`config.mk`:
```
export PLATFORM = sky130hd
export DESIGN_NAME = fsc_poll_ctrl
export DESIGN_NICKNAME = d
export VERILOG_FILES = /design/src/hw/fsc_pkg.sv /design/src/hw/fsc_poll_ctrl.sv
export SDC_FILE = /design/constraint.sdc
export NUM_CORES = 1
export LEC_CHECK = 0
export BUFFER_PORTS_ARGS = -buffer_cell sky130_fd_sc_hd__buf_2
export CORE_ASPECT_RATIO = 1.4
export CORE_UTILIZATION = 55
export CTS_BUF_LIST = sky130_fd_sc_hd__clkbuf_2
export CTS_CLUSTER_DIAMETER = 40
export DETAILED_ROUTE_END_ITERATION = 8
export HOLD_SLACK_MARGIN = 0.1
export PLACE_DENSITY_LB_ADDON = 0.12
export SLEW_MARGIN = 20
export SYNTH_ARGS = -nofsm -noshare
export SYNTH_HDL_FRONTEND = slang
export SYNTH_SLANG_ARGS = --single-unit
```
`constraint.sdc`:
```
create_clock -name pclk -period 5.1 [get_ports pclk]
set_input_delay 0.51 -clock pclk [delete_from_list [all_inputs] [get_ports pclk]]
set_output_delay 0.51 -clock pclk [all_outputs]
set_load 0.005 [all_outputs]
```
`src/hw/fsc_pkg.sv`:
```
package fsc_pkg;
  // Flash pin widths
  localparam int ADDR_W = 19;
  localparam int DATA_W = 16;

  // APB register map of the controller
  localparam logic [7:0] OFF_CTRL = 8'h00;
  localparam logic [7:0] OFF_ADDR = 8'h04;
  localparam logic [7:0] OFF_WDATA = 8'h08;
  localparam logic [7:0] OFF_STAT = 8'h0c;
  localparam logic [7:0] OFF_RDATA = 8'h10;

  // Operation codes written to CTRL[2:0]
  localparam logic [2:0] OP_NONE = 3'h0;
  localparam logic [2:0] OP_READ = 3'h1;
  localparam logic [2:0] OP_WRITE = 3'h2;
  localparam logic [2:0] OP_POLL = 3'h3;
  localparam logic [2:0] OP_RST = 3'h4;

  // STAT bit positions
  localparam int ST_BUSY = 0;
  localparam int ST_DONE = 1;
  localparam int ST_FAIL = 2;
  localparam int ST_NEEDRST = 3;
  localparam int ST_REFUSED = 4;
  localparam int ST_ERASESEL = 5;
  localparam int ST_TMOSEEN = 6;

  // Status bit positions within the low data byte
  localparam int INV_POLL_POS = 7;
  localparam int TOGGLE_POS = 6;
  localparam int TIMEOUT_POS = 5;
  localparam int ERASE_TMR_POS = 3;
  localparam int ERASE_TOG_POS = 2;

  // Command word that returns the device to array reads
  localparam logic [DATA_W-1:0] RESET_CMD = 16'h00f0;

  // Timing
  localparam int CLK_NS = 10;
  localparam int T_ACC_NS = 70;
  localparam int T_WP_NS = 50;
  localparam int T_GAP_NS = 20;
  localparam int SYNC_CYC = 2;
  localparam logic [3:0] ACC_CYC = 4'((T_ACC_NS + CLK_NS - 1) / CLK_NS);
  localparam logic [3:0] RD_CYC = 4'(ACC_CYC + SYNC_CYC + 1);
  localparam logic [3:0] WP_CYC = 4'((T_WP_NS + CLK_NS - 1) / CLK_NS);
  localparam logic [3:0] GAP_CYC = 4'((T_GAP_NS + CLK_NS - 1) / CLK_NS);

  // Reset values
  localparam logic [ADDR_W-1:0] ADDR_RST = 19'h00000;
  localparam logic [DATA_W-1:0] DATA_RST = 16'h0000;

  typedef enum logic [2:0] {
    FS_IDLE,
    FS_RD,
    FS_RD_GAP,
    FS_WR,
    FS_WR_GAP
  } fsc_st_t;

  typedef struct packed {
    logic ce_n;
    logic oe_n;
    logic we_n;
    logic [ADDR_W-1:0] addr;
    logic [DATA_W-1:0] dq_o;
    logic dq_oe_n;
  } fsc_pins_t;

  typedef struct packed {
    fsc_st_t st;
    logic [3:0] cnt;
    logic [2:0] op;
    logic [1:0] step;
    logic [2:0] poll_rds;
    logic [DATA_W-1:0] first;
    logic [ADDR_W-1:0] addr_reg;
    logic [DATA_W-1:0] wdata_reg;
    logic [DATA_W-1:0] rdata_reg;
    logic busy;
    logic done;
    logic fail;
    logic need_rst;
    logic refused;
    logic erase_sel;
    logic tmo_seen;
    fsc_pins_t pins;
    logic [DATA_W-1:0] dq_s1;
    logic [DATA_W-1:0] dq_s2;
    logic [31:0] prdata;
    logic pslverr;
  } fsc_state_t;
endpackage

```
`src/hw/fsc_poll_ctrl.sv`:
```
`timescale 1ns/100ps
module fsc_poll_ctrl (
  // Clock and reset
  input wire logic pclk,
  input wire logic presetn,
  // APB slave
  input wire logic psel,
  input wire logic penable,
  input wire logic pwrite,
  input wire logic [7:0] paddr,
  input wire logic [31:0] pwdata,
  output logic [31:0] prdata,
  output logic pready,
  output logic pslverr,
  // Flash pins
  output fsc_pkg::fsc_pins_t flash_o,
  input wire logic [fsc_pkg::DATA_W-1:0] dq_i
);
  fsc_pkg::fsc_state_t s_reg;
  fsc_pkg::fsc_state_t s_next;
  logic wr_acc;
  logic rd_setup;
  logic [fsc_pkg::DATA_W-1:0] smp;
  logic tog_eq;
  logic [31:0] stat_word;

  // Zero wait states: every register answers in its access cycle
  assign pready = 1'b1;
  assign prdata = s_reg.prdata;
  assign pslverr = s_reg.pslverr;
  assign flash_o = s_reg.pins;
  assign wr_acc = psel & penable & pwrite;
  assign rd_setup = psel & ~penable;
  assign smp = s_reg.dq_s2;
  assign tog_eq = smp[fsc_pkg::TOGGLE_POS] == s_reg.first[fsc_pkg::TOGGLE_POS];

  // Assembled live; a read captures it in the setup cycle
  always_comb begin
    stat_word = 32'h0000_0000;
    stat_word[fsc_pkg::ST_BUSY] = s_reg.busy;
    stat_word[fsc_pkg::ST_DONE] = s_reg.done;
    stat_word[fsc_pkg::ST_FAIL] = s_reg.fail;
    stat_word[fsc_pkg::ST_NEEDRST] = s_reg.need_rst;
    stat_word[fsc_pkg::ST_REFUSED] = s_reg.refused;
    stat_word[fsc_pkg::ST_ERASESEL] = s_reg.erase_sel;
    stat_word[fsc_pkg::ST_TMOSEEN] = s_reg.tmo_seen;
  end

  always_comb begin
    s_next = s_reg;
    // Data lines pass two flops; only the second one is ever read
    s_next.dq_s1 = dq_i;
    s_next.dq_s2 = s_reg.dq_s1;
    // Read data is captured in the setup cycle so prdata is a flop
    if (rd_setup) begin
      s_next.pslverr = 1'b0;
      unique case (paddr)
        fsc_pkg::OFF_CTRL: s_next.prdata = {29'h0, s_reg.op};
        fsc_pkg::OFF_ADDR: s_next.prdata = {13'h0, s_reg.addr_reg};
        fsc_pkg::OFF_WDATA: s_next.prdata = {16'h0, s_reg.wdata_reg};
        fsc_pkg::OFF_STAT: s_next.prdata = stat_word;
        fsc_pkg::OFF_RDATA: s_next.prdata = {16'h0, s_reg.rdata_reg};
        default: begin
          s_next.prdata = 32'h0000_0000;
          s_next.pslverr = 1'b1;
        end
      endcase
    end
    // Register writes while busy are dropped and flagged
    if (wr_acc) begin
      if (s_reg.busy) begin
        s_next.refused = 1'b1;
      end else if (paddr == fsc_pkg::OFF_ADDR) begin
        s_next.addr_reg = pwdata[fsc_pkg::ADDR_W-1:0];
      end else if (paddr == fsc_pkg::OFF_WDATA) begin
        s_next.wdata_reg = pwdata[fsc_pkg::DATA_W-1:0];
      end else if (paddr == fsc_pkg::OFF_CTRL) begin
        s_next.op = pwdata[2:0];
        s_next.refused = 1'b0;
        s_next.step = 2'h0;
        s_next.poll_rds = 3'h0;
        s_next.cnt = 4'h0;
        if (pwdata[2:0] == fsc_pkg::OP_READ && s_reg.need_rst) begin
          s_next.refused = 1'b1;
        end else if (pwdata[2:0] == fsc_pkg::OP_READ ||
                     pwdata[2:0] == fsc_pkg::OP_POLL) begin
          s_next.busy = 1'b1;
          s_next.done = 1'b0;
          s_next.st = fsc_pkg::FS_RD;
          s_next.pins.ce_n = 1'b0;
          s_next.pins.oe_n = 1'b0;
          s_next.pins.addr = s_reg.addr_reg;
          if (pwdata[2:0] == fsc_pkg::OP_POLL) begin
            s_next.fail = 1'b0;
            s_next.tmo_seen = 1'b0;
            s_next.erase_sel = 1'b0;
          end
        end else if (pwdata[2:0] == fsc_pkg::OP_WRITE ||
                     pwdata[2:0] == fsc_pkg::OP_RST) begin
          s_next.busy = 1'b1;
          s_next.done = 1'b0;
          s_next.st = fsc_pkg::FS_WR;
          s_next.pins.ce_n = 1'b0;
          s_next.pins.we_n = 1'b0;
          s_next.pins.dq_oe_n = 1'b0;
          s_next.pins.addr = s_reg.addr_reg;
          s_next.pins.dq_o = (pwdata[2:0] == fsc_pkg::OP_RST) ?
                             fsc_pkg::RESET_CMD : s_reg.wdata_reg;
        end else begin
          s_next.refused = 1'b1;
        end
      end
    end
    unique case (s_reg.st)
      fsc_pkg::FS_IDLE: begin
      end
      fsc_pkg::FS_RD: begin
        s_next.cnt = s_reg.cnt + 4'h1;
        if (s_reg.cnt == fsc_pkg::RD_CYC - 4'h1) begin
          // Ending the access is what advances the device toggle
          s_next.pins.ce_n = 1'b1;
          s_next.pins.oe_n = 1'b1;
          s_next.cnt = 4'h0;
          s_next.st = fsc_pkg::FS_RD_GAP;
          s_next.rdata_reg = smp;
          if (s_reg.poll_rds != 3'h7) begin
            s_next.poll_rds = s_reg.poll_rds + 3'h1;
          end
          if (s_reg.op == fsc_pkg::OP_POLL) begin
            unique case (s_reg.step)
              2'h0, 2'h2: begin
                s_next.first = smp;
                s_next.step = s_reg.step + 2'h1;
              end
              2'h1: begin
                s_next.erase_sel = smp[fsc_pkg::ERASE_TOG_POS] !=
                                   s_reg.first[fsc_pkg::ERASE_TOG_POS];
                if (tog_eq) begin
                  s_next.step = 2'h0;
                  s_next.op = fsc_pkg::OP_NONE;
                end else if (smp[fsc_pkg::TIMEOUT_POS]) begin
                  s_next.tmo_seen = 1'b1;
                  s_next.step = 2'h2;
                end else begin
                  // Nothing of the old pair is reused on the next pass
                  s_next.step = 2'h0;
                end
              end
              2'h3: begin
                s_next.step = 2'h0;
                s_next.op = fsc_pkg::OP_NONE;
                if (!tog_eq) begin
                  s_next.fail = 1'b1;
                  s_next.need_rst = 1'b1;
                end
              end
            endcase
          end else begin
            s_next.op = fsc_pkg::OP_NONE;
          end
        end
      end
      fsc_pkg::FS_RD_GAP: begin
        // The gap lets the device count each read as its own access
        s_next.cnt = s_reg.cnt + 4'h1;
        if (s_reg.cnt == fsc_pkg::GAP_CYC - 4'h1) begin
          s_next.cnt = 4'h0;
          if (s_reg.op == fsc_pkg::OP_POLL) begin
            s_next.st = fsc_pkg::FS_RD;
            s_next.pins.ce_n = 1'b0;
            s_next.pins.oe_n = 1'b0;
          end else begin
            s_next.st = fsc_pkg::FS_IDLE;
            s_next.busy = 1'b0;
            s_next.done = 1'b1;
          end
        end
      end
      fsc_pkg::FS_WR: begin
        s_next.cnt = s_reg.cnt + 4'h1;
        if (s_reg.cnt == fsc_pkg::WP_CYC - 4'h1) begin
          // Data stays driven one gap cycle past the strobe for hold
          s_next.pins.we_n = 1'b1;
          s_next.pins.ce_n = 1'b1;
          s_next.cnt = 4'h0;
          s_next.st = fsc_pkg::FS_WR_GAP;
        end
      end
      fsc_pkg::FS_WR_GAP: begin
        s_next.cnt = s_reg.cnt + 4'h1;
        // Lines are released before the device may drive them again
        s_next.pins.dq_oe_n = 1'b1;
        if (s_reg.cnt == fsc_pkg::GAP_CYC - 4'h1) begin
          s_next.cnt = 4'h0;
          s_next.st = fsc_pkg::FS_IDLE;
          s_next.busy = 1'b0;
          s_next.done = 1'b1;
          if (s_reg.op == fsc_pkg::OP_RST) begin
            s_next.need_rst = 1'b0;
            s_next.fail = 1'b0;
          end
          s_next.op = fsc_pkg::OP_NONE;
        end
      end
      default: begin
        s_next.st = fsc_pkg::FS_IDLE;
      end
    endcase
  end

  always_ff @(posedge pclk or negedge presetn) begin
    if (!presetn) begin
      s_reg <= '0;
      s_reg.st <= fsc_pkg::FS_IDLE;
      s_reg.addr_reg <= fsc_pkg::ADDR_RST;
      s_reg.wdata_reg <= fsc_pkg::DATA_RST;
      s_reg.rdata_reg <= fsc_pkg::DATA_RST;
      s_reg.pins.ce_n <= 1'b1;
      s_reg.pins.oe_n <= 1'b1;
      s_reg.pins.we_n <= 1'b1;
      s_reg.pins.dq_oe_n <= 1'b1;
    end else begin
      s_reg <= s_next;
    end
  end
endmodule

```
Word-level counts from Yosys, hierarchy flattened
Cells that the tools add are included.
{"block": "op_classes", "addsub": 3, "n_eq_ne": 39, "mux": 83, "bitwise_logic": 9, "reduce_logical": 26}
{"cell": "two-way mux 42 bit", "n": 3}
{"cell": "two-way mux 41 bit", "n": 3}
{"cell": "one-hot mux 19 bit (5 select lines)", "n": 1}
{"cell": "two-way mux 15 bit", "n": 5}
{"cell": "two-way mux 16 bit", "n": 3}
{"cell": "two-way mux 2 bit", "n": 19}
{"cell": "two-way mux 37 bit", "n": 1}
{"cell": "two-way mux 3 bit", "n": 12}
{"cell": "two-way mux 31 bit", "n": 1}
{"cell": "two-way mux 21 bit", "n": 1}
{"cell": "two-way mux 19 bit", "n": 1}
{"cell": "two-way mux 1 bit", "n": 18}
{"cell": "two-way mux 17 bit", "n": 1}
{"cell": "== test 8 x 4 -> 1 bit (second input constant)", "n": 2}
{"cell": "one-hot mux 4 bit (4 select lines)", "n": 1}
{"cell": "AND reduction 8 bit", "n": 2}
{"cell": "== test 3 x 2 -> 1 bit (second input constant)", "n": 5}
{"cell": "!= test 5 x 1 -> 1 bit (second input constant)", "n": 3}
{"cell": "one-hot mux 3 bit (5 select lines)", "n": 1}
{"cell": "two-way mux 7 bit", "n": 2}
{"cell": "!= test 2 bit (second input constant)", "n": 7}
{"cell": "AND reduction 7 bit", "n": 2}
{"cell": "!= test 2 x 1 -> 1 bit (second input constant)", "n": 6}
{"cell": "one-hot mux 3 bit (2 select lines)", "n": 2}
{"cell": "other kinds (36)", "n": 58}
{"block": "totals", "reg_bits": 193, "input_bits": 61, "output_inout_bits": 73, "wordCells": 186}

Depth between registers and ports, before layout
{"block": "depth", "depth_word": 16, "mapped_depth": 8, "ltp_nobuf": 6}

Worst setup path before layout
Ideal clock, no wire load.
{"block": "synth_path", "path_type": "input-to-reg", "from": "in paddr[3]", "to": "reg s_reg, in the netlist flash_o[5]", "setup_time_ps": 125, "arrival_ps": 2007, "required_ps": 4975, "slack_ps": 2968, "cell_stages": 6, "path_buffers": 2, "cell_sequence": "buf_4 nor4_2 nand3_1 or3_1 buf_4 mux2_2"}
{"block": "synth_between", "elab_chain_len": 3, "elab_cells_between_ends": 6, "classes_between": "2 x eq/ne; 2 x bitwise; 2 x reduce/logical"}
{"element": "start: declaration", "line_no": "fsc_poll_ctrl.sv:10", "rtl": "input wire logic [7:0] paddr,"}
{"element": "== test 8 x 4 -> 1 bit / == test 8 x 3 -> 1 bit (equally long branches)", "line_no": "fsc_poll_ctrl.sv:75, fsc_poll_ctrl.sv:73"}
{"element": "NOT 1 bit (no line)"}
{"element": "AND reduction 8 bit (no line) (*)"}
{"element": "end signal: assignment", "line_no": "fsc_poll_ctrl.sv:223", "rtl": "s_reg <= s_next;"}
{"element": "end: declaration", "line_no": "fsc_poll_ctrl.sv:19", "rtl": "fsc_pkg::fsc_state_t s_reg;"}
Mark *: on every way between the ends. The rest lies on a longest branch, timed or not.
A chain may end at the register's enable or synchronous reset.

Worst setup path after layout
{"block": "layout_path", "from": "reg s_reg[110] (netlist name)", "to": "reg s_reg, in the netlist flash_o[8]"}
{"block": "layout_between", "elab_chain_len": 2}
{"element": "NOT 1 bit (no line)"}
{"element": "AND reduction 8 bit (no line)"}
Every way passes these cells.

==> results.md <==
- I/O pin count: 134
- WHS: 170 ps
- RSZ-0062 raised after global routing: no
- Clock buffer depth: 2
- PD cells: 291 nW/um^2
- Area leader, netlist: dfrtp_1
- Psw: 0.611 mW
- Total Die Area: 14000 sq um
- Min Tclk post-route: 3010 ps
- Setup violators final: 0
- Critical Path AT: 3600 ps
- Area Growth Syn to Fin: 11.5%
- Vias in the first global route: 5090
- Asr flop ratio synth: 100%
- Tcrit/Tclk final: 59.0%
- Worst VDD drop: 0.187 mV
- Residual DRC: 0
- Fmax: 0.333 GHz
- Crit path buf inv count: 0
- Share of the synthesized area in the top cell type: 53.5%
- Clock sinks: 163
- Mapped Area: 7440 sq um
- Rows: 49
- Top FF cell, synth: dfrtp_1
- Placed cell areas: 7620 sq um
- Synth warn: 0
- Initial Util: 57.3%
- Worst setup SP type: flop
- Fill cell count: 1129
- Largest net degree at the start of global routing: 120
- Cts repair resizes: 0
- Critical-path cell with the highest stage delay: or3_1
- Final Util: 63.8%
- Worst r2r dst: flash_o[8]
- Syn Area/Cell: 11.5 sq um
- Synth Instances: 648
- Worst r2r src: s_reg[110]
- Hold Violations, Final: 0
- Yosys reg bits: 163
- CP endpoint: flash_o[8]
- Initial antenna violation count: 2
- Grt total ovfl: 0
- First-pass GRT wire length: 26000 microns
- Max reg flops: 71
- CP Launch Point: s_reg[110]
- Crit-path max cell delay: 950 ps
- Clock Skew: 38.4 ps
- LEAKAGE: 4.25 nW
- Post-DR wirelength/cell: 17.9 microns
- CP max FO: 19
- Antenna Violating Nets Remaining: 0
- Internal power: 1.81 mW
- WS Path Type: reg -> reg
- Multi-input gate area: 2630 sq um
- Seq/Total Area, Yosys: 54.9%
- Die height: 140 microns
- Clock network power share: 34.8%
- Worst-margin pin slew: 1020 ps
- Max-cap viol count: 0
- Distinct cells, synth: 60
- Flop pwr share: 56.4%
- Hold/Removal Path Class: in -> reg
- Root buffer cell: clkbuf_2
- R2r setup slk: 2090 ps
- Tot Pwr: 2.42 mW
- Max_slew headroom: 31.8%
- DRT Wirelength: 16400 microns
- CTS clk-pin slew, worst paths: 250 ps
- Critical-path cell list: and4b_1, nand3_1, or3_1, mux2_2
- Gr usage total: 24.5%
- Port bufs: 106
- Slew Viols, Final: 0
- FF+latch area: 4080 sq um
- CTS Buf Count: 17
- Final net count: 789
- CP top delay family: simple AND/OR/NAND/NOR gates
- Setup TNS: 0 ps
- Combinational share of power: 8.8%
- Finished Cell Area: 8300 sq um
- Die X: 100 microns
- Vias: 5027
- Worst-skew pair later-pin latency: 690 ps
- TritonCTS clock tree: built
- Status: finished, final reports clean
- Nature of the critical path endpoint: flop
- Drt pass-1 iters: 4
- Share of cells above drive strength 1: 31.0%
- Post-synth EDFFs: 0
- Average vias per placed instance: 5.48
- Initial DRC count: 258
- Switch share: 25.2%
- Data required, critical path: 5690 ps
- DP HPWL: 11400 microns
- Critical Path Stages: 4
- Worst R2R Path Depth: 4
- Synth area leaders: dfrtp_1, mux2_2, buf_4, nand2_1, mux2_4
- Core Box Area: 13000 sq um
- H-tree Lvls: 4
- RD Place Congestion: 0.873
## layer usage
metal	vias to the layer above	track usage, %	share of wire (%)
met4	0	9.61	2.2
met5	-	0	0
li1	2308	-	-
met3	20	4.27	4.0
met2	156	43.7	55
met1	2543	28.9	39
## kinds of logic after synthesis
family                     synth area share (%)
AOI/OAI and AO/OA                          8.56
xor gates and xnor gates                  0.353
adders and majority gates                 0.504
buffers and inverters                      10.4
DFF                                        54.9
muxes                                      13.3
other                                     0.101
and+or+nand+nor                            12.0
## synthesized netlist by cell type (3+ instances only)
library cell and n:
clkbuf_1 21, a22o_1 13, a32oi_1 4, a21o_1 4, or3_1 3, nor2b_1 7
nand3_1 15, o21ai_0 13, a221oi_1 10, a211oi_1 4, a21oi_1 14, nor2_1 37
ha_1 3, dfstp_2 4, nand2_1 76, mux2_2 61, a31oi_1 4, nand3b_1 3
buf_2 6, nand2b_1 8, inv_1 22, o31ai_1 4, buf_4 74, nor3_1 7
a311oi_1 5, nor3b_1 3, mux2i_1 15, dfrtp_1 159, mux2_4 10
## worst register-to-register path, delay by kind of cell (launching register included)
kind	cells	cell delay (ps)
DFF	1	490
and+or+nand+nor	3	1980
muxes	1	450
## worst min-delay path by stage
stage / from / to / slack [ps] / cells past startpoint
final: pwdata[1] / s_reg[184] / 170 / 3
after floorplan: presetn / async pin / 210 / 0
after global placement: s_next[48] / smp[15] / 330 / 0
after detailed placement: s_next[47] / smp[14] / 340 / 0
after CTS: pwdata[1] / s_reg[184] / 110 / 3
after global routing: pwdata[1] / s_reg[184] / 110 / 3
## power groups by stage
stage	combinational [mW]	sequential [mW]	clock [mW]
CTS	0.215	1.36	0.867
detailed placement	0.193	1.39	0
floorplan	0.131	1.38	0
finish	0.214	1.36	0.841
global placement	0.188	1.38	0
global route	0.238	1.37	0.911
## through the flow
stage                     instances  setup slack (ps)
after detailed placement        848              1850
after global routing            918              1900
after floorplan                 660              2970
after CTS                       916              2110
after global placement          848              1880
final                           918              2090
## timing repair
item                                   in CTS  in global routing
buffers inserted                            0                  0
endpoints found under the hold margin     161                  0
hold buffers                               36                  0
## cells in the final DEF (no fill, tap or decap), types with 3 or more instances in the layout
cell	count
nand2b_1	8
buf_2	105
mux2i_1	15
nor3_1	7
nand3b_1	3
nand2_1	76
inv_6	4
a21oi_1	14
nor2b_1	7
a211oi_1	4
o31ai_1	4
a31oi_1	4
a22o_1	13
a21o_1	4
dfrtp_1	159
conb_1	14
clkinv_4	3
clkbuf_2	17
inv_1	22
a32oi_1	4
buf_4	8
nor3b_1	3
ha_1	3
bufinv_16	5
o21ai_0	13
nand3_1	15
nor2_1	37
dfstp_2	4
a311oi_1	5
or3_1	3
dlygate4sd3_1	36
a221oi_1	10
mux2_4	10
mux2_2	61
## area by class of cell
| class | count | share of cell area, % |
|---|---|---|
| multi-input combinational | 371 | 31.7 |
| clock inverter | 15 | 2.74 |
| antenna | 2 | 0.0603 |
| clock buffer | 17 | 1.03 |
| inverter | 22 | 0.995 |
| tap | 178 | 2.68 |
| timing repair buffer | 150 | 11.6 |
| sequential | 163 | 49.2 |
No activity file was read; power rests on OpenSTA's default activity.
